===== config.mk =====
export PLATFORM = sky130hd
export DESIGN_NAME = tpio_top
export DESIGN_NICKNAME = d
export VERILOG_FILES = /design/src/logic/tpio_pkg.sv /design/src/logic/tpio_chan_unit.sv /design/src/logic/tpio_top.sv
export SDC_FILE = /design/constraint.sdc
export NUM_CORES = 1
export LEC_CHECK = 0
export ABC_AREA = 1
export BUFFER_PORTS_ARGS = -buffer_cell sky130_fd_sc_hd__buf_4
export CELL_PAD_IN_SITES_DETAIL_PLACEMENT = 0
export CELL_PAD_IN_SITES_GLOBAL_PLACEMENT = 2
export CORE_MARGIN = 1
export CORE_UTILIZATION = 34
export DETAILED_ROUTE_END_ITERATION = 8
export GPL_ROUTABILITY_DRIVEN = 1
export PLACE_DENSITY = 0.85
export SYNTH_ARGS = -nofsm -noshare
export SYNTH_HDL_FRONTEND = slang
export SYNTH_SLANG_ARGS = --single-unit

===== constraint.sdc =====
create_clock -name i_core_clk -period 4.9 [get_ports i_core_clk]
set_input_delay 0.98 -clock i_core_clk [delete_from_list [all_inputs] [get_ports i_core_clk]]
set_output_delay 0.98 -clock i_core_clk [all_outputs]
set_load 0.02 [all_outputs]

===== src/logic/tpio_pkg.sv =====
// Package for the timer pin I/O mode select block.
// Shared by the channel unit and the top; offsets are byte addresses on
// a 32-bit classic Wishbone slave.
package tpio_pkg;

  // Register byte offsets
  localparam logic [7:0] OFS_CH3_IO   = 8'h00;
  localparam logic [7:0] OFS_CH4_IO   = 8'h04;
  localparam logic [7:0] OFS_CH5_IO   = 8'h08;
  localparam logic [7:0] OFS_CFG      = 8'h0C;
  localparam logic [7:0] OFS_GR_CH3   = 8'h10;
  localparam logic [7:0] OFS_GR_CH4   = 8'h14;
  localparam logic [7:0] OFS_GR_CH5   = 8'h18;
  localparam logic [7:0] OFS_IRQ_STS  = 8'h1C;
  localparam logic [7:0] OFS_IRQ_MSK  = 8'h20;

  // Field positions
  localparam int IO_FLD_LSB    = 4;
  localparam int CFG_BUF_BIT   = 0;
  localparam int CFG_PSC_LSB   = 8;
  localparam int IRQ_CAP_LSB   = 3;

  // Values after reset
  localparam logic [7:0]  RST_IO      = 8'h00;
  localparam logic        RST_BUF     = 1'b0;
  localparam logic [2:0]  RST_PSC     = 3'h0;
  localparam logic [5:0]  RST_IRQ     = 6'h00;
  localparam logic [15:0] RST_GR      = 16'hFFFF;

  // Prescaler code that runs the channel 4 counter on the undivided clock
  localparam logic [2:0]  PSC_UNDIV   = 3'h0;

  typedef enum logic [7:0] {
    MODE_OUT_OFF    = 8'h01,
    MODE_OUT_LOW    = 8'h02,
    MODE_OUT_HIGH   = 8'h04,
    MODE_OUT_TOGGLE = 8'h08,
    MODE_CAP_RISE   = 8'h10,
    MODE_CAP_FALL   = 8'h20,
    MODE_CAP_BOTH   = 8'h40,
    MODE_CAP_CASC   = 8'h80
  } tpio_mode_e;

  // Upper I/O field to mode; cascade only where the channel offers it
  function automatic tpio_mode_e decode_mode(input logic [3:0] fld,
                                             input logic       casc_ok);
    tpio_mode_e m;
    m = MODE_OUT_OFF;
    if (!fld[3]) begin
      case (fld[1:0])
        2'h0:    m = MODE_OUT_OFF;
        2'h1:    m = MODE_OUT_LOW;
        2'h2:    m = MODE_OUT_HIGH;
        default: m = MODE_OUT_TOGGLE;
      endcase
    end else if (fld[2] && casc_ok) begin
      m = MODE_CAP_CASC;
    end else if (fld[1]) begin
      m = MODE_CAP_BOTH;
    end else if (fld[0]) begin
      m = MODE_CAP_FALL;
    end else begin
      m = MODE_CAP_RISE;
    end
    return m;
  endfunction : decode_mode

endpackage : tpio_pkg


===== src/logic/tpio_chan_unit.sv =====
// One general register with its timer pin: compare output or capture.
// Assumes pin, count and tick are synchronous to i_core_clk.
`timescale 1ns/100ps
module tpio_chan_unit #(
  parameter int CW       = 16,
  parameter bit CASC_OK  = 1'b0
) (
  // Clock and reset
  input  wire logic          i_core_clk,
  input  wire logic          i_arst_n,
  // Configuration
  input  wire logic [3:0]    i_io_field,
  input  wire logic          i_inhibit,
  // Event sources
  input  wire logic          i_casc_evt,
  input  wire logic          i_pin,
  input  wire logic          i_tick,
  input  wire logic [CW-1:0] i_count,
  // Software access to the general register
  input  wire logic          i_gr_wr,
  input  wire logic [CW-1:0] i_gr_mask,
  input  wire logic [CW-1:0] i_gr_wdata,
  // Results
  output logic      [CW-1:0] o_gr,
  output logic               o_pin,
  output logic               o_pin_oe,
  output logic               o_match,
  output logic               o_capture
);
  tpio_pkg::tpio_mode_e mode;
  logic [CW-1:0] gr_ff;
  logic [3:0]    fld_prev_ff;
  logic          pin_prev_ff;
  logic          pin_ff;
  logic          match_ff;
  logic          cap_ff;
  logic          rise;
  logic          fall;
  logic          match;
  logic          cap_hit;
  logic          is_out;

  assign mode   = tpio_pkg::decode_mode(i_io_field, CASC_OK);
  assign rise   = i_pin & ~pin_prev_ff;
  assign fall   = ~i_pin & pin_prev_ff;
  assign is_out = ~i_io_field[3];
  // Buffer use suppresses both match and capture
  assign match  = ~i_inhibit & is_out & i_tick & (i_count == gr_ff); // see RL9

  always_comb begin
    case (mode)
      tpio_pkg::MODE_CAP_RISE: cap_hit = rise;        // see RL4
      tpio_pkg::MODE_CAP_FALL: cap_hit = fall;        // see RL5
      tpio_pkg::MODE_CAP_BOTH: cap_hit = rise | fall; // see RL6
      tpio_pkg::MODE_CAP_CASC: cap_hit = i_casc_evt;  // see RL7
      default:                 cap_hit = 1'b0;
    endcase
    cap_hit = cap_hit & ~i_inhibit; // see RL9
  end

  always_ff @(posedge i_core_clk or negedge i_arst_n) begin
    if (!i_arst_n) begin
      pin_prev_ff <= 1'b0;
      fld_prev_ff <= 4'h0;
    end else begin
      pin_prev_ff <= i_pin;
      fld_prev_ff <= i_io_field;
    end
  end

  // Capture has priority over a software write in the same cycle
  always_ff @(posedge i_core_clk or negedge i_arst_n) begin
    if (!i_arst_n) begin
      gr_ff <= tpio_pkg::RST_GR;
    end else if (cap_hit) begin
      gr_ff <= i_count;
    end else if (i_gr_wr) begin
      gr_ff <= (gr_ff & ~i_gr_mask) | (i_gr_wdata & i_gr_mask);
    end
  end

  // A changed field reloads the initial level from its bit two
  always_ff @(posedge i_core_clk or negedge i_arst_n) begin
    if (!i_arst_n) begin
      pin_ff <= 1'b0;
    end else if (i_io_field != fld_prev_ff) begin
      pin_ff <= i_io_field[2]; // see RL1
    end else if (match) begin
      case (mode)
        tpio_pkg::MODE_OUT_LOW:    pin_ff <= 1'b0;    // see RL1
        tpio_pkg::MODE_OUT_HIGH:   pin_ff <= 1'b1;    // see RL2
        tpio_pkg::MODE_OUT_TOGGLE: pin_ff <= ~pin_ff; // see RL3
        default:                   pin_ff <= pin_ff;
      endcase
    end
  end

  always_ff @(posedge i_core_clk or negedge i_arst_n) begin
    if (!i_arst_n) begin
      match_ff <= 1'b0;
      cap_ff   <= 1'b0;
    end else begin
      match_ff <= match;
      cap_ff   <= cap_hit;
    end
  end

  assign o_gr      = gr_ff;
  assign o_pin     = pin_ff;
  assign o_pin_oe  = is_out & (mode != tpio_pkg::MODE_OUT_OFF); // see RL1
  assign o_match   = match_ff;
  assign o_capture = cap_ff;

endmodule : tpio_chan_unit


===== src/logic/tpio_top.sv =====
// Timer pin I/O mode select for channels 3 (fourth register), 4 and 5
// (second register), with a classic Wishbone register slave.
// Assumes counters run outside; their values and step pulses come in.
//
// Notes on behaviour
// RL1: Top bit 0 makes an output compare; low bits 00 disable the pin, 01 drive it low on match, bit two picks the initial level.
// RL2: Top bit 0 with low bits 10 drives the pin high on each match from the chosen initial level.
// RL3: Top bit 0 with low bits 11 inverts the pin on each match from the chosen initial level.
// RL4: Top bit 1 with low bits 00 captures the counter on a rising pin edge.
// RL5: Top bit 1 with low bits 01 captures the counter on a falling pin edge.
// RL6: Top bit 1 with bit one set captures on both pin edges, bit zero ignored.
// RL7: Channel 3 with top bits 11 captures on every step of the channel 4 counter, low bits ignored.
// RL8: That channel 4 step source gives no capture while channel 4 runs on the undivided clock.
// RL9: With channel 3 buffer mode set, its register neither matches nor captures.
// RL10: Channel 4 with top bits 11 captures whenever channel 3's third register matches or captures.
// RL11: Channel 5 ignores bit two in capture mode and has no cascaded source.
`timescale 1ns/100ps
module tpio_top #(
  parameter int CW = 16
) (
  // Clock and reset
  input  wire logic          i_core_clk,
  input  wire logic          i_arst_n,
  // Wishbone classic slave
  input  wire logic          i_wb_cyc,
  input  wire logic          i_wb_stb,
  input  wire logic          i_wb_we,
  input  wire logic [7:0]    i_wb_adr,
  input  wire logic [3:0]    i_wb_sel,
  input  wire logic [31:0]   i_wb_dat,
  output logic      [31:0]   o_wb_dat,
  output logic               o_wb_ack,
  // Counter values and step pulses from the timer channels
  input  wire logic [CW-1:0] i_ch3_counter,
  input  wire logic          i_ch3_tick,
  input  wire logic [CW-1:0] i_ch4_counter,
  input  wire logic          i_ch4_tick,
  input  wire logic [CW-1:0] i_ch5_counter,
  input  wire logic          i_ch5_tick,
  // Match or capture of channel 3's third general register
  input  wire logic          i_ch3_reg_three_evt,
  // Timer pins
  input  wire logic          i_ch3_pin_four,
  output logic               o_ch3_pin_four,
  output logic               o_ch3_pin_four_oe,
  input  wire logic          i_ch4_pin_two,
  output logic               o_ch4_pin_two,
  output logic               o_ch4_pin_two_oe,
  input  wire logic          i_ch5_pin_two,
  output logic               o_ch5_pin_two,
  output logic               o_ch5_pin_two_oe,
  // Event pulses and interrupt
  output logic      [2:0]    o_match,
  output logic      [2:0]    o_capture,
  output logic               o_irq
);
  localparam int NCH = 3;

  // Bus request decode
  logic            req;
  logic            wr;
  logic            ack_ff;
  logic [31:0]     rdat_ff;
  logic [31:0]     wmask;
  logic [31:0]     rd_mux;

  // Control state
  logic [7:0]      io_ff [NCH];
  logic            buffer_mode_reg_two_ff;
  logic [2:0]      prescale_sel_ff;
  logic [5:0]      irq_sts_ff;
  logic [5:0]      irq_msk_ff;

  // Per-channel wiring
  logic [CW-1:0]   cnt   [NCH];
  logic [NCH-1:0]  tick;
  logic [NCH-1:0]  pin_in;
  logic [NCH-1:0]  pin_out;
  logic [NCH-1:0]  pin_oe;
  logic [NCH-1:0]  casc;
  logic [NCH-1:0]  inhibit;
  logic [NCH-1:0]  gr_wr;
  logic [NCH-1:0]  match;
  logic [NCH-1:0]  capture;
  logic [CW-1:0]   gr    [NCH];
  logic [5:0]      irq_evt;
  logic            ch4_step_ok;

  localparam logic [7:0] IO_OFS [NCH] = '{tpio_pkg::OFS_CH3_IO,
                                          tpio_pkg::OFS_CH4_IO,
                                          tpio_pkg::OFS_CH5_IO};
  localparam logic [7:0] GR_OFS [NCH] = '{tpio_pkg::OFS_GR_CH3,
                                          tpio_pkg::OFS_GR_CH4,
                                          tpio_pkg::OFS_GR_CH5};

  // Word address compare, byte lanes ignored in the address
  function automatic logic hit(input logic [7:0] adr,
                               input logic [7:0] ofs);
    return adr[7:2] == ofs[7:2];
  endfunction : hit

  // One-cycle answer: request seen, ack raised at the next edge
  assign req = i_wb_cyc & i_wb_stb & ~ack_ff;
  assign wr  = req & i_wb_we;

  always_comb begin
    for (int b = 0; b < 4; b++) begin
      wmask[8*b +: 8] = {8{i_wb_sel[b]}};
    end
  end

  always_ff @(posedge i_core_clk or negedge i_arst_n) begin
    if (!i_arst_n) begin
      ack_ff <= 1'b0;
    end else begin
      ack_ff <= req;
    end
  end

  // Channel wiring into arrays
  assign cnt[0]  = i_ch3_counter;
  assign cnt[1]  = i_ch4_counter;
  assign cnt[2]  = i_ch5_counter;
  assign tick    = {i_ch5_tick, i_ch4_tick, i_ch3_tick};
  assign pin_in  = {i_ch5_pin_two, i_ch4_pin_two, i_ch3_pin_four};

  // Channel 4 steps are no capture source on the undivided clock
  assign ch4_step_ok = prescale_sel_ff != tpio_pkg::PSC_UNDIV; // see RL8
  assign casc[0] = i_ch4_tick & ch4_step_ok;                   // see RL7
  assign casc[1] = i_ch3_reg_three_evt;                        // see RL10
  assign casc[2] = 1'b0;                                       // see RL11

  assign inhibit = {1'b0, 1'b0, buffer_mode_reg_two_ff};       // see RL9

  generate
    for (genvar c = 0; c < NCH; c++) begin : g_ch
      // Upper field steers the unit, lower nibble only stored
      always_ff @(posedge i_core_clk or negedge i_arst_n) begin
        if (!i_arst_n) begin
          io_ff[c] <= tpio_pkg::RST_IO;
        end else if (wr && hit(i_wb_adr, IO_OFS[c]) && i_wb_sel[0]) begin
          io_ff[c] <= i_wb_dat[7:0];
        end
      end

      assign gr_wr[c] = wr & hit(i_wb_adr, GR_OFS[c]);

      tpio_chan_unit #(
        .CW      (CW),
        .CASC_OK (c != 2)
      ) u_unit (
        .i_core_clk (i_core_clk),
        .i_arst_n   (i_arst_n),
        .i_io_field (io_ff[c][tpio_pkg::IO_FLD_LSB +: 4]),
        .i_inhibit  (inhibit[c]),
        .i_casc_evt (casc[c]),
        .i_pin      (pin_in[c]),
        .i_tick     (tick[c]),
        .i_count    (cnt[c]),
        .i_gr_wr    (gr_wr[c]),
        .i_gr_mask  (wmask[CW-1:0]),
        .i_gr_wdata (i_wb_dat[CW-1:0]),
        .o_gr       (gr[c]),
        .o_pin      (pin_out[c]),
        .o_pin_oe   (pin_oe[c]),
        .o_match    (match[c]),
        .o_capture  (capture[c])
      );
    end
  endgenerate

  // Mode configuration
  always_ff @(posedge i_core_clk or negedge i_arst_n) begin
    if (!i_arst_n) begin
      buffer_mode_reg_two_ff <= tpio_pkg::RST_BUF;
      prescale_sel_ff        <= tpio_pkg::RST_PSC;
    end else if (wr && hit(i_wb_adr, tpio_pkg::OFS_CFG)) begin
      if (i_wb_sel[0]) begin
        buffer_mode_reg_two_ff <= i_wb_dat[tpio_pkg::CFG_BUF_BIT];
      end
      if (i_wb_sel[1]) begin
        prescale_sel_ff <= i_wb_dat[tpio_pkg::CFG_PSC_LSB +: 3];
      end
    end
  end

  // Sticky events, write one to clear; a new event wins over the clear
  assign irq_evt = {capture, match};

  always_ff @(posedge i_core_clk or negedge i_arst_n) begin
    if (!i_arst_n) begin
      irq_sts_ff <= tpio_pkg::RST_IRQ;
    end else if (wr && hit(i_wb_adr, tpio_pkg::OFS_IRQ_STS)
                 && i_wb_sel[0]) begin
      irq_sts_ff <= (irq_sts_ff & ~i_wb_dat[5:0]) | irq_evt;
    end else begin
      irq_sts_ff <= irq_sts_ff | irq_evt;
    end
  end

  always_ff @(posedge i_core_clk or negedge i_arst_n) begin
    if (!i_arst_n) begin
      irq_msk_ff <= tpio_pkg::RST_IRQ;
    end else if (wr && hit(i_wb_adr, tpio_pkg::OFS_IRQ_MSK)
                 && i_wb_sel[0]) begin
      irq_msk_ff <= i_wb_dat[5:0];
    end
  end

  // Read mux; unmapped words answer with zero
  always_comb begin
    rd_mux = 32'h0000_0000;
    if (hit(i_wb_adr, tpio_pkg::OFS_CH3_IO)) begin
      rd_mux[7:0] = io_ff[0];
    end else if (hit(i_wb_adr, tpio_pkg::OFS_CH4_IO)) begin
      rd_mux[7:0] = io_ff[1];
    end else if (hit(i_wb_adr, tpio_pkg::OFS_CH5_IO)) begin
      rd_mux[7:0] = io_ff[2];
    end else if (hit(i_wb_adr, tpio_pkg::OFS_CFG)) begin
      rd_mux[tpio_pkg::CFG_BUF_BIT]      = buffer_mode_reg_two_ff;
      rd_mux[tpio_pkg::CFG_PSC_LSB +: 3] = prescale_sel_ff;
    end else if (hit(i_wb_adr, tpio_pkg::OFS_GR_CH3)) begin
      rd_mux[CW-1:0] = gr[0];
    end else if (hit(i_wb_adr, tpio_pkg::OFS_GR_CH4)) begin
      rd_mux[CW-1:0] = gr[1];
    end else if (hit(i_wb_adr, tpio_pkg::OFS_GR_CH5)) begin
      rd_mux[CW-1:0] = gr[2];
    end else if (hit(i_wb_adr, tpio_pkg::OFS_IRQ_STS)) begin
      rd_mux[5:0] = irq_sts_ff;
    end else if (hit(i_wb_adr, tpio_pkg::OFS_IRQ_MSK)) begin
      rd_mux[5:0] = irq_msk_ff;
    end
  end

  always_ff @(posedge i_core_clk or negedge i_arst_n) begin
    if (!i_arst_n) begin
      rdat_ff <= 32'h0000_0000;
    end else if (req && !i_wb_we) begin
      rdat_ff <= rd_mux;
    end
  end

  // Outputs
  assign o_wb_ack          = ack_ff;
  assign o_wb_dat          = rdat_ff;
  assign o_ch3_pin_four    = pin_out[0];
  assign o_ch3_pin_four_oe = pin_oe[0];
  assign o_ch4_pin_two     = pin_out[1];
  assign o_ch4_pin_two_oe  = pin_oe[1];
  assign o_ch5_pin_two     = pin_out[2];
  assign o_ch5_pin_two_oe  = pin_oe[2];
  assign o_match           = match;
  assign o_capture         = capture;
  assign o_irq             = |(irq_sts_ff & irq_msk_ff);

endmodule : tpio_top


### Word level (Yosys, flattened, before mapping)

Cells that the tools add are included.

| cells by class | value |
|---|---|
| equal/unequal tests | 43 |
| mux-type cells | 49 |
| bitwise gates (word level) | 54 |
| reduce and logical (&&, ||, !) cells | 33 |

Operators with widths:

| operator | count |
|---|---|
| $mux W16 | 8 |
| $mux W8 | 14 |
| $and A16 B16 Y16 | 4 |
| $eq A16 B16 Y1 | 3 |
| $or A16 B16 Y16 | 3 |
| $mux W6 | 7 |
| $pmux W4 S3 | 3 |
| $and A1 B1 Y1 | 24 |
| $eq A6 B3 Y1 const B | 4 |
| $eq A8 B2 Y1 const B | 3 |
| $eq A8 B3 Y1 const B | 3 |
| $eq A8 B4 Y1 const B | 3 |
| $eq A8 B5 Y1 const B | 3 |
| $eq A8 B6 Y1 const B | 3 |
| $eq A8 B7 Y1 const B | 3 |
| $ne A8 B1 Y1 const B | 3 |
| $eq A8 B8 Y1 const B | 2 |
| $not A16 Y16 | 1 |
| $not A1 Y1 | 14 |
| $and A6 B6 Y6 | 2 |
| $eq A6 B2 Y1 const B | 2 |
| $logic_and A1 B1 Y1 | 12 |
| $ne A4 B4 Y1 | 3 |
| $or A6 B6 Y6 | 2 |
| other kinds (21) | 50 |

| word-level totals | value |
|---|---|
| bits in registers | 129 |
| input port bits | 104 |
| output and inout bits | 46 |
| word-level logic and storage cells | 206 |

### Longest topological paths before layout

Gate-level depths: netlist (run 1).

| logic depth | value |
|---|---|
| word-level depth | 10 |
| mapped depth | 11 |
| depth with buffers taken out | 10 |

### Hierarchy

A second synthesis (run 1) with hierarchy kept.

| unflattened totals | value |
|---|---|
| cell total of the unflattened synthesis | 1099 |
| area total of the unflattened synthesis | 8403.1 µm² |

Modules (own cells, without submodules):

| module | times used | cells each | area each (µm²) | sequential area each (µm²) |
|---|---|---|---|---|
| tpio_chan_unit (g_ch[0].u_unit ...) | 2 | 234 | 1732.9 | 620.6 |
| tpio_top | 1 | 399 | 3190.6 | 1426.4 |
| tpio_chan_unit (g_ch[2].u_unit) | 1 | 232 | 1746.7 | 620.6 |

### Worst setup path after synthesis (run 1)

Ideal clock, no wire load.

| timing | value |
|---|---|
| kind | in2reg |
| from | input i_ch4_pin_two |
| to | register with a tool-made name |
| setup time | 0.072 ns |
| arrival | 2.098 ns |
| required time | 4.828 ns |
| setup slack | 2.730 ns |
| cell stages on the path | 11 |
| path buffers | 1 |
| cells stage by stage | inv_1 -> ha_1 -> nor2_1 -> nor2_1 -> nand3_1 -> nand2_2 -> inv_2 -> a21oi_2 -> buf_4 -> nand2_1 -> o21ai_1 |

RTL lines:

| element | line | source |
|---|---|---|
| start, declared | tpio_top.sv:46 | `input wire logic i_ch4_pin_two,` |

### Worst setup path after layout (run 1)

| timing | value |
|---|---|
| from | input i_wb_adr[7] |
| to | register rdat_ff[4], in the netlist o_wb_dat[4] |

| between the ends | value |
|---|---|
| longest elaborated chain between the ends | 10 |
| elaborated cells between the ends (all ways) | 18 |
| classes of those cells | eq/ne: 8; mux: 9; reduce/logical: 1 |

Ends and longest elaborated chain:

| element | line | source |
|---|---|---|
| start, declared | tpio_top.sv:28 | `input wire logic [7:0] i_wb_adr,` |
| $eq A6 B4 Y1 | tpio_top.sv:99 | `return adr[7:2] == ofs[7:2];` |
| $mux W6 | tpio_top.sv:230 | `end else if (hit(i_wb_adr, tpio_pkg::OFS_IRQ_MSK)) begin` |
| $mux W6 | tpio_top.sv:228 | `end else if (hit(i_wb_adr, tpio_pkg::OFS_IRQ_STS)) begin` |
| $mux W6 | tpio_top.sv:226 | `end else if (hit(i_wb_adr, tpio_pkg::OFS_GR_CH5)) begin` |
| $mux W16 | tpio_top.sv:224 | `end else if (hit(i_wb_adr, tpio_pkg::OFS_GR_CH4)) begin` |
| $mux W16 | tpio_top.sv:222 | `end else if (hit(i_wb_adr, tpio_pkg::OFS_GR_CH3)) begin` |
| $mux W7 | tpio_top.sv:219 | `end else if (hit(i_wb_adr, tpio_pkg::OFS_CFG)) begin` |
| $mux W8 | tpio_top.sv:217 | `end else if (hit(i_wb_adr, tpio_pkg::OFS_CH5_IO)) begin` |
| $mux W8 | tpio_top.sv:215 | `end else if (hit(i_wb_adr, tpio_pkg::OFS_CH4_IO)) begin` |
| $mux W8 * | tpio_top.sv:213 | `if (hit(i_wb_adr, tpio_pkg::OFS_CH3_IO)) begin` |
| end signal, assigned | tpio_top.sv:239 | `rdat_ff <= rd_mux;` |
| end, declared | tpio_top.sv:63 | `logic [31:0] rdat_ff;` |

Mark *: on every way between the ends. The rest lies on a longest branch, timed or not.
A chain may end at the register's enable or synchronous reset.

==> key figures, run 1 <==
Run status
  – Status: finished clean

Yosys
  – Post-Syn Area: 7976 µm²
  – Share of Yosys cell area claimed by the top area cell type: 0.2541
  – Unique masters post-synth: 42
  – Prevailing post-synth register cell: dfrtp_1
  – Post-synth EDFFs: 0
  – Post-synth top area cell: dfrtp_1
  – Syn Inst Count: 1122
  – Post-Syn Area per Cell: 7.109 µm²
  – Post-synth top cells: 344 x nand2_1, 143 x inv_1, 94 x nor2_1, 92 x o21ai_0, 81 x dfrtp_1
  – Top cells by area in the synthesized netlist: dfrtp_1 25%, nand2_1 16%, dfstp_2 16%
  – Yosys reg bits: 129
  – Async SR Flop Fraction: 1.000
  – Cell with the most instances after synthesis: nand2_1
  – Synth warn: 0
  – Seq/Total Area, Yosys: 0.4122

STA
  – RSZ-0062 raised after global routing: false
  – Max Clock Skew: 0.01415 ns
  – Fmax achieved: 346.4 MHz
  – Post-layout min period: 2.887 ns
  – Setup TNS: 0 ns
  – Slew margin rel.: 0.4247
  – Tightest Pin Transition: 0.8630 ns
  – Slew Limit Fails: 0
  – Tcrit/Tclk final: 0.5891
  – Final setup viols: 0
  – Final hold vios: 0

Critical path
  – CP Max Fanout: 22
  – CP Class: input pin to flop
  – CP bufs+invs: 3
  – Slowest CP cell: nand3_1
  – Critical path required time: 5.27 ns
  – Top delay family on crit path: simple AND/OR/NAND/NOR gates
  – Critical-path cell list: buf_4 -> nor2_2 -> buf_4 -> nand3_1 -> inv_1 -> nand2_1 -> nand2_1 -> o21ai_0 -> nand2_1 -> nand2_1 -> nand2_1
  – Critical Path AT: 3.25 ns
  – Cell mode on critical path: nand2_1
  – Critical path launch point type: input pin
  – Critical Path Max Stage Delay: 0.50 ns
  – Critical path capture point type: flop

Placed design
  – RePlAce Congestion: 0.8529
  – Number of port buffers: 113
  – DPL Wire Length: 20740 µm

Clock tree
  – Total clock sinks: 129
  – Clock latency on the worst-skew pair: 0.43 ns
  – Hold buffers post-CTS: 0
  – Clock Path Buffers: 2
  – Clk slew on worst S/H paths: 0.06 ns
  – Root Driver: clkbuf_16
  – CTS tree: yes
  – Post_cts resized: 0
  – CTS Buf Count: 17
  – Post-CTS setup buffer count: 0
  – H-tree Lvls: 4

Global routing
  – Vias in the first global route: 7291
  – Gr usage total: 0.2348
  – Global-route wire length before repair: 41880 µm
  – Initial antenna violation count: 0
  – Total grt overflow: 0
  – Largest net degree at the start of global routing: 61

Routing
  – Drt drc: 0
  – Routed WL: 26530 µm
  – Vias per cell: 4.804
  – Avg WL per Cell: 17.13 µm
  – 1st-iter DRT viols: 440
  – Via count: 7441
  – Antenna Nets Post-Route: 0
  – DRT Pass-1 Iters: 7

Run
  – Max-cap violations: 0

Floorplan
  – Die footprint: 24080 µm²
  – Starting Density: 0.3491
  – Rows: 55
  – Die X-Extent: 155.2 µm
  – Height of the chip: 155.2 µm
  – Core area: 22850 µm²
  – # IOs: 150

Finish
  – Nets: 1333
  – Core Util, Final: 0.4223
  – Filler cell count: 2453
  – Area grow syn2layout: 20.97%
  – # diodes: 0
  – Layout cell share with drive strength beyond 1: 0.1958

Power and ir drop
  – Power Total: 0.003147 W
  – Leak: 4.962 nW
  – Maximum vdd drop: 0.2008 mV
  – Pwr dens: 326.1 nW/µm²

Min path
  – Hold/Removal Path Class: flop to flop
## where the power goes
group | internal (W) | leakage (nW) | switching [W]
Clock | 0.000897 | 0.314 | 0.000516
Sequential | 0.00118 | 1.59 | 0.0000571
Combinational | 0.000177 | 3.06 | 0.000321
## worst register-to-register path, cell delays in order (launching register included)
cell and delay (ns):
dfrtp_1 0.38, ha_1 0.27, nor2_1 0.04, nor2_1 0.08, nand3_1 0.09, nand2_2 0.48, inv_2 0.13, a21oi_1 0.63
inv_1 0.18, o21ai_0 0.21
## final timing paths
check,startpoint,to,slack [ns],cells after the start
worst max-delay path,i_wb_adr[7],o_wb_dat[4],2.01,11
worst min register to register,flop,flop,0.48,2
min in group asynchronous,i_arst_n,g_ch[1].u_unit.pin_prev_ff,0.68,1
max in group asynchronous,i_arst_n,asynchronous set/reset pin,3.20,2
worst min-delay path,flop,flop,0.48,2
worst max register to register,g_ch[1].u_unit.pin_prev_ff,flop,2.34,9
## cell type report
class                      instances  area, µm²  share of cell area
timing repair buffer             117      878.3             0.09103
clock inverter                    11      176.4             0.01828
sequential                       129       3288              0.3408
multi-input combinational        806       3874              0.4015
tap                              313      391.6             0.04059
clock buffer                      21      470.5             0.04876
inverter                         152      570.5             0.05913
## placed cells by master (no fill, tap or decap), drive strengths merged, types with 20 or more instances in the layout
cell type,Yosys,final
dfrtp,81,81
nand2,355,355
dfstp,48,48
inv,151,152
nand3,71,71
a21oi,20,20
clkbuf,8,21
buf,42,117
nor2,104,104
o21ai,123,123
nand4,29,29
## per-stage QoR
stage          setup slack (ns)  std cells  hold WS (ns)  cell area [µm²]
6_report                  2.013       1549        0.4789             9649
5_1_grt                   1.807       1549        0.4974             9649
4_1_cts                   2.054       1549        0.4778             9649
3_5_place_dp              1.630       1517        0.4679             9002
3_3_place_gp              1.627       1517        0.4626             9002
2_1_floorplan             2.730       1137        0.3487             8033
## logic make-up (layout without fill, tap and decap cells)
group	after synthesis	in the layout	share of synthesized area
and+or+nand+nor	581	581	0.3139
buffers and inverters	202	301	0.1095
AOI/OAI and AO/OA	178	178	0.1261
DFF	129	129	0.4122
xor gates and xnor gates	22	22	0.02416
adders and majority gates	6	6	0.009412
muxes	3	3	0.004235
other	1	16	0.0004701
## layer usage
layer  track usage  up-vias  wire [µm]
li1              -     3778          -
met3       0.03510       28       1187
met4       0.07355        0        501
met5             0        -          0
met2        0.3801      197      12600
met1        0.3220     3438      12240
No activity file was read; power rests on OpenSTA's default activity.
==> run 2, diff against run 1 <==
--- a/config.mk
+++ b/config.mk
@@ -5,15 +5,15 @@
 export SDC_FILE = /design/constraint.sdc
 export NUM_CORES = 1
 export LEC_CHECK = 0
-export ABC_AREA = 1
+export ABC_AREA = 0
 export BUFFER_PORTS_ARGS = -buffer_cell sky130_fd_sc_hd__buf_4
 export CELL_PAD_IN_SITES_DETAIL_PLACEMENT = 0
 export CELL_PAD_IN_SITES_GLOBAL_PLACEMENT = 2
 export CORE_MARGIN = 1
-export CORE_UTILIZATION = 34
+export CORE_UTILIZATION = 35
 export DETAILED_ROUTE_END_ITERATION = 8
 export GPL_ROUTABILITY_DRIVEN = 1
-export PLACE_DENSITY = 0.85
+export PLACE_DENSITY = 0.79
 export SYNTH_ARGS = -nofsm -noshare
 export SYNTH_HDL_FRONTEND = slang
 export SYNTH_SLANG_ARGS = --single-unit
==> constraint.sdc (replaced) <==
create_clock -name i_core_clk -period 2.8 [get_ports i_core_clk]
set_input_delay 0.56 -clock i_core_clk [delete_from_list [all_inputs] [get_ports i_core_clk]]
set_output_delay 0.56 -clock i_core_clk [all_outputs]
set_load 0.02 [all_outputs]
==> run 2 against run 1 <==
  * Critical path depth down 6
  * Clock skew shrank 0.0053 ns
  * First-iteration DRC count is 11% lower
  * Setup slack worse by 1.2 ns
  * Clock-buffer cell count fell by 3
  * Non-clock buffer count is 8 higher
  * Via count is 21% lower
  * Power rose by 74%
  * Die area down 11%
  * Critical path type is now flop to flop
  * Critical endpoint is now g_ch[0].u_unit.o_pin
==> key figures, run 2 <==
Routing
  – Met2 routed WL: 10770 µm
  – Met3 wire length: 1467 µm
  – Avg WL per Cell: 21.43 µm
  – 1st-iter DRT viols: 393
  – WL met1: 11040 µm
  – Drt drc: 0
  – DRT Pass-1 Iters: 5
  – Antenna Nets Post-Route: 0
  – Via count: 5859
  – Routed WL: 23720 µm
  – Max layer used: met4
  – Vias per cell: 5.293

Floorplan
  – Height of the chip: 146.7 µm
  – Core area: 20360 µm²
  – # IOs: 150
  – Starting Density: 0.3597
  – Rows: 52
  – Die footprint: 21510 µm²
  – Die X-Extent: 146.7 µm

STA
  – Max Clock Skew: 0.008810 ns
  – Setup TNS: 0 ns
  – Setup WS post-layout: 0.8419 ns
  – Post-layout min period: 1.958 ns
  – Fmax achieved: 510.7 MHz
  – Tcrit/Tclk final: 0.6993
  – Slew margin rel.: 0.6105
  – Slew Limit Fails: 0
  – Final setup viols: 0
  – RSZ-0062 raised after global routing: false
  – Tightest Pin Transition: 0.5843 ns
  – Final hold vios: 0
  – Hold Slack: 0.1125 ns

Placed design
  – Dpl cells: 1075
  – DP Worst Slack: 0.4704 ns
  – RePlAce Congestion: 0.8723
  – DPL Wire Length: 17920 µm
  – Number of port buffers: 113

Critical path
  – Critical path launch point type: flop
  – FF-to-FF path depth: 5
  – Critical Path AT: 2.29 ns
  – Critical path capture point type: flop
  – Critical path required time: 3.13 ns
  – CP Max Fanout: 3
  – CP Class: flop to flop

Power and ir drop
  – P_sw: 0.001518 W
  – Reg power frac: 0.417
  – Leak: 4.192 nW
  – Maximum vdd drop: 0.3736 mV
  – Net Sw Frac: 0.2781
  – Pwr dens: 609.6 nW/µm²
  – Pint: 0.003942 W
  – Combinational share of power: 0.144
  – Power share of the clock group: 0.439

Clock tree
  – Post_cts resized: 0
  – Clk slew on worst S/H paths: 0.06 ns
  – Hold buffers post-CTS: 0
  – Clock latency on the worst-skew pair: 0.42 ns
  – CTS Buf Count: 17
  – H-tree Lvls: 4
  – CTS tree: yes
  – Clock Path Buffers: 2
  – Post-CTS setup buffer count: 0
  – Total clock sinks: 129
  – Root Driver: clkbuf_16

Yosys
  – Post-synth EDFFs: 0
  – Cell with the most instances after synthesis: nand2_1
  – Top cells by area in the synthesized netlist: dfrtp_1 28%, dfstp_2 17%, mux2i_1 7.0%
  – Post-synth top cells: 107 x nand2_1, 81 x dfrtp_1, 51 x mux2i_1, 50 x o21ai_0, 48 x dfstp_2
  – Synth warn: 0
  – Async SR Flop Fraction: 1.000
  – Post-synth top area cell: dfrtp_1
  – Post-Syn Area per Cell: 10.16 µm²
  – Seq/Total Area, Yosys: 0.4488
  – Post-Syn Area: 7326 µm²
  – Syn Inst Count: 721
  – Share of Yosys cell area claimed by the top area cell type: 0.2767
  – Unique masters post-synth: 70
  – Prevailing post-synth register cell: dfrtp_1
  – Yosys reg bits: 129

Run status
  – Status: finished clean

Global routing
  – Initial antenna violation count: 1
  – Gr usage total: 0.2308
  – Total grt overflow: 0
  – Global-route wire length before repair: 36480 µm
  – Vias in the first global route: 5967
  – Largest net degree at the start of global routing: 58

Finish
  – Nets: 934
  – Area grow syn2layout: 22.27%
  – Commonest non-fill, non-tap cells in the layout: 124 x buf_4, 107 x nand2_1, 81 x dfrtp_1, 51 x mux2i_1, 50 x o21ai_0
  – Filler cell count: 1939
  – Register area: 3288 µm²
  – Layout cell share with drive strength beyond 1: 0.3070
  – # diodes: 0
  – Multi-input logic area: 3696 µm²
  – Commonest non-fill, non-tap cell in the layout: buf_4
  – Layout Cells excl Fill: 1107

Min path
  – Hold/Removal Path Class: input pin to asynchronous set/reset pin

Run
  – Max-cap violations: 0
[run 2: cell families (layout without fill, tap and decap cells)]
logic type	count (synthesis)	in the layout	share of synthesized area
AO/OA/AOI/OAI	139	139	0.1247
XOR/XNOR	61	61	0.07293
adder cells (fa/ha/maj)	6	6	0.01025
buffers and inverters	71	172	0.05482
flip-flops	129	129	0.4488
multiplexers	87	87	0.1342
other	1	16	0.0005119
AND/OR/NAND/NOR	227	227	0.1537
[run 2: layout make-up]
class,instances,share of cell area
inverters,15,0.006286
multi-input cells,536,0.4126
flip-flops and latches,129,0.3671
clock inverters,14,0.02109
repair buffers,125,0.1062
well taps,270,0.03771
clock buffers,18,0.04903
[run 2: stage by stage]
step / utilization / cell area (µm²) / total power [W]
after floorplan: - / 7382 / 0.002698
after global placement: 0.4090 / 8329 / 0.003072
after detailed placement: 0.4090 / 8329 / 0.003093
after CTS: 0.4399 / 8957 / 0.005499
after global routing: 0.4399 / 8957 / 0.005689
final: 0.4399 / 8957 / 0.005461
[run 2: metal layers]
layer  track usage  vias up
met5             0        -
met4       0.07240        0
met3       0.05375       27
met2        0.3573      223
met1        0.3180     2876
li1              -     2733
[run 2: critical path: stages (launching register included)]
cell and delay (ns):
dfstp_2 0.56, xor2_1 0.08, nor4_1 0.35, nand4_1 0.22
o41a_1 0.41, o31ai_1 0.24
[run 2: worst paths after layout]
path,from,slack (ns),endpoint
setup / recovery,flop,0.84,g_ch[0].u_unit.o_pin
hold / removal,i_arst_n,0.11,g_ch[2].u_unit.o_match
setup reg to reg,flop,0.84,g_ch[0].u_unit.o_pin
hold reg to reg,g_ch[2].u_unit.o_capture,0.47,irq_sts_ff[5]
max in group asynchronous,i_arst_n,1.76,asynchronous set/reset pin
min in group i_core_clk,i_ch4_pin_two,0.26,g_ch[1].u_unit.pin_prev_ff
[run 2: power by group through the flow]
stage                     sequential [W]  clock (W)  combinational, W
after CTS                        0.00228    0.00243          0.000788
after detailed placement         0.00231          0          0.000785
after global routing             0.00230    0.00252          0.000867
after global placement           0.00230          0          0.000771
after floorplan                  0.00224          0          0.000458
final                            0.00228    0.00240          0.000785
==> run 3, diff against run 2 <==
--- a/config.mk
+++ b/config.mk
@@ -10,10 +10,10 @@
 export CELL_PAD_IN_SITES_DETAIL_PLACEMENT = 0
 export CELL_PAD_IN_SITES_GLOBAL_PLACEMENT = 2
 export CORE_MARGIN = 1
-export CORE_UTILIZATION = 35
+export CORE_UTILIZATION = 31
 export DETAILED_ROUTE_END_ITERATION = 8
 export GPL_ROUTABILITY_DRIVEN = 1
-export PLACE_DENSITY = 0.79
+export PLACE_DENSITY = 0.74
 export SYNTH_ARGS = -nofsm -noshare
 export SYNTH_HDL_FRONTEND = slang
 export SYNTH_SLANG_ARGS = --single-unit
==> constraint.sdc (replaced) <==
create_clock -name i_core_clk -period 1.7 [get_ports i_core_clk]
set_input_delay 0.34 -clock i_core_clk [delete_from_list [all_inputs] [get_ports i_core_clk]]
set_output_delay 0.34 -clock i_core_clk [all_outputs]
set_load 0.02 [all_outputs]
==> run 3 against run 2 <==
  * The run now ends with setup timing left
  * Utilization down 0.32 points
  * Setup slack worse by 0.90 ns
  * Sequential cell count is the same
  * Non-clock buffer count increased by 88
  * Power up 64%
  * Maximum frequency is 12% higher
  * Via count is 4.1% higher
  * Largest cell class unchanged
  * Highest routed layer unchanged
==> key figures, run 3 (synthesis gave the netlist of run 2 again) <==
Run status
  – Status: finished, violations left
  – Failing checks: setup timing

Placed design
  – RePlAce Congestion: 0.8487
  – Post-DP Area: 9070 µm²
  – Number of port buffers: 113
  – DP Worst Slack: -0.2278 ns
  – DPL Wire Length: 19290 µm

STA
  – Post-layout min period: 1.754 ns
  – Slew Limit Fails: 0
  – Setup TNS: -0.2957 ns
  – Fmax achieved: 570.2 MHz
  – Max Clock Skew: 0.01160 ns
  – RSZ-0062 raised after global routing: true
  – Setup WS post-layout: -0.05364 ns
  – Final hold vios: 0
  – Final setup viols: 18
  – Tcrit/Tclk final: 1.032

Power and ir drop
  – Reg power frac: 0.414
  – Pwr dens: 894.3 nW/µm²
  – Power Total: 0.008949 W
  – Combinational share of power: 0.185
  – Leak: 4.748 nW
  – Pint: 0.006457 W
  – Maximum vdd drop: 0.5001 mV
  – P_sw: 0.002493 W
  – Net Sw Frac: 0.2785
  – Power share of the clock group: 0.400

Finish
  – Area grow syn2layout: 36.60%
  – Commonest non-fill, non-tap cells in the layout: 197 x buf_4, 107 x nand2_1, 76 x dfrtp_1, 51 x mux2i_1, 48 x dfstp_2
  – Nets: 1024
  – Post-route cell area: 10010 µm²
  – # diodes: 0
  – Filler cell count: 2243
  – Layout cell share with drive strength beyond 1: 0.4099
  – Commonest non-fill, non-tap cell in the layout: buf_4
  – Core Util, Final: 0.4367

Global routing
  – Gr usage total: 0.2164
  – Global-route wire length before repair: 37830 µm
  – Total grt overflow: 0
  – Largest net degree at the start of global routing: 37
  – Vias in the first global route: 6149
  – Initial antenna violation count: 0

Min path
  – Hold/Removal Path Class: input pin to flop

Clock tree
  – Clock Path Buffers: 2
  – Total clock sinks: 129
  – Root Driver: clkbuf_16
  – H-tree Lvls: 4
  – Clock latency on the worst-skew pair: 0.43 ns
  – Clk slew on worst S/H paths: 0.06 ns
  – CTS Buf Count: 17
  – CTS tree: yes

Routing
  – Via count: 6101
  – Avg WL per Cell: 20.57 µm
  – 1st-iter DRT viols: 374
  – Vias per cell: 4.920
  – DRT Pass-1 Iters: 4
  – Drt drc: 0
  – Routed WL: 25500 µm
  – Antenna Nets Post-Route: 0

Floorplan
  – Rows: 55
  – Starting Density: 0.3197
  – # IOs: 150
  – Die X-Extent: 155.7 µm
  – Height of the chip: 155.7 µm
  – Core area: 22920 µm²
  – Die footprint: 24250 µm²

Critical path
  – Critical path required time: 2.03 ns
  – Critical path launch point type: flop
  – Critical Path AT: 2.08 ns
  – CP Class: flop to flop
  – CP Max Fanout: 3
  – Critical path capture point type: flop

Run
  – Max-cap violations: 0
==> run 3: stage by stage <==
stage	instances	hold slack, ns
global route	1240	0.03901
floorplan	736	0.04441
detailed placement	1199	0.2836
global placement	1199	0.2781
finish	1240	0.04135
CTS	1236	0.02677
==> run 3: power groups by stage <==
stage                     clock, W  sequential [W]  combinational (W)
final                      0.00358         0.00371            0.00166
after detailed placement         0         0.00374            0.00155
after global routing       0.00376         0.00374            0.00181
after global placement           0         0.00374            0.00154
after floorplan                  0         0.00369           0.000755
after CTS                  0.00364         0.00370            0.00157
==> run 3: area by class of cell <==
| type | instances | area [µm²] | area share |
|---|---|---|---|
| sequential | 129 | 3294 | 0.3292 |
| multi-input combinational | 538 | 3956 | 0.3953 |
| clock inverter | 3 | 15.01 | 0.001500 |
| tap | 313 | 391.6 | 0.03913 |
| timing repair buffer | 213 | 1727 | 0.1725 |
| inverter | 15 | 58.81 | 0.005876 |
| clock buffer | 29 | 564.3 | 0.05639 |
==> run 3: path summary, 6_finish.rpt <==
path / from / to / slack (ns) / cells past startpoint
max: flop / g_ch[0].u_unit.o_pin / -0.05 / 4
min: i_ch5_pin_two / g_ch[2].u_unit.pin_prev_ff / 0.04 / 1
max in group asynchronous: i_arst_n / asynchronous set/reset pin / 0.71 / 3
max reg2reg: flop / g_ch[0].u_unit.o_pin / -0.05 / 4
min in group asynchronous: i_arst_n / g_ch[2].u_unit.o_match / 0.39 / 2
min reg2reg: g_ch[2].u_unit.o_capture / irq_sts_ff[5] / 0.45 / 1
==> run 3: critical path, stage by stage, from the launching register on <==
cell and delay, ns:
dfstp_2 0.56, xnor2_1 0.15, nand3_1 0.27, o41a_1 0.49, o31ai_2 0.20
==> run 3: what timing repair did <==
item	CTS	global route
hold buffers	1	0
gates cloned	1	1
endpoints found under the setup margin	61	70
gates resized for setup	10	63
pin swaps	7	10
buffers inserted	3	4
hold endpoints to repair	14	0
==> run 3: layer usage <==
metal | vias up | routed length [µm] | track usage | part of all wire
li1 | 2925 | - | - | -
met1 | 3001 | 12340 | 0.3056 | 0.48
met2 | 159 | 11800 | 0.3468 | 0.46
met3 | 16 | 1137 | 0.03917 | 0.045
met4 | 0 | 223 | 0.04155 | 0.0087
met5 | - | 0 | 0 | 0
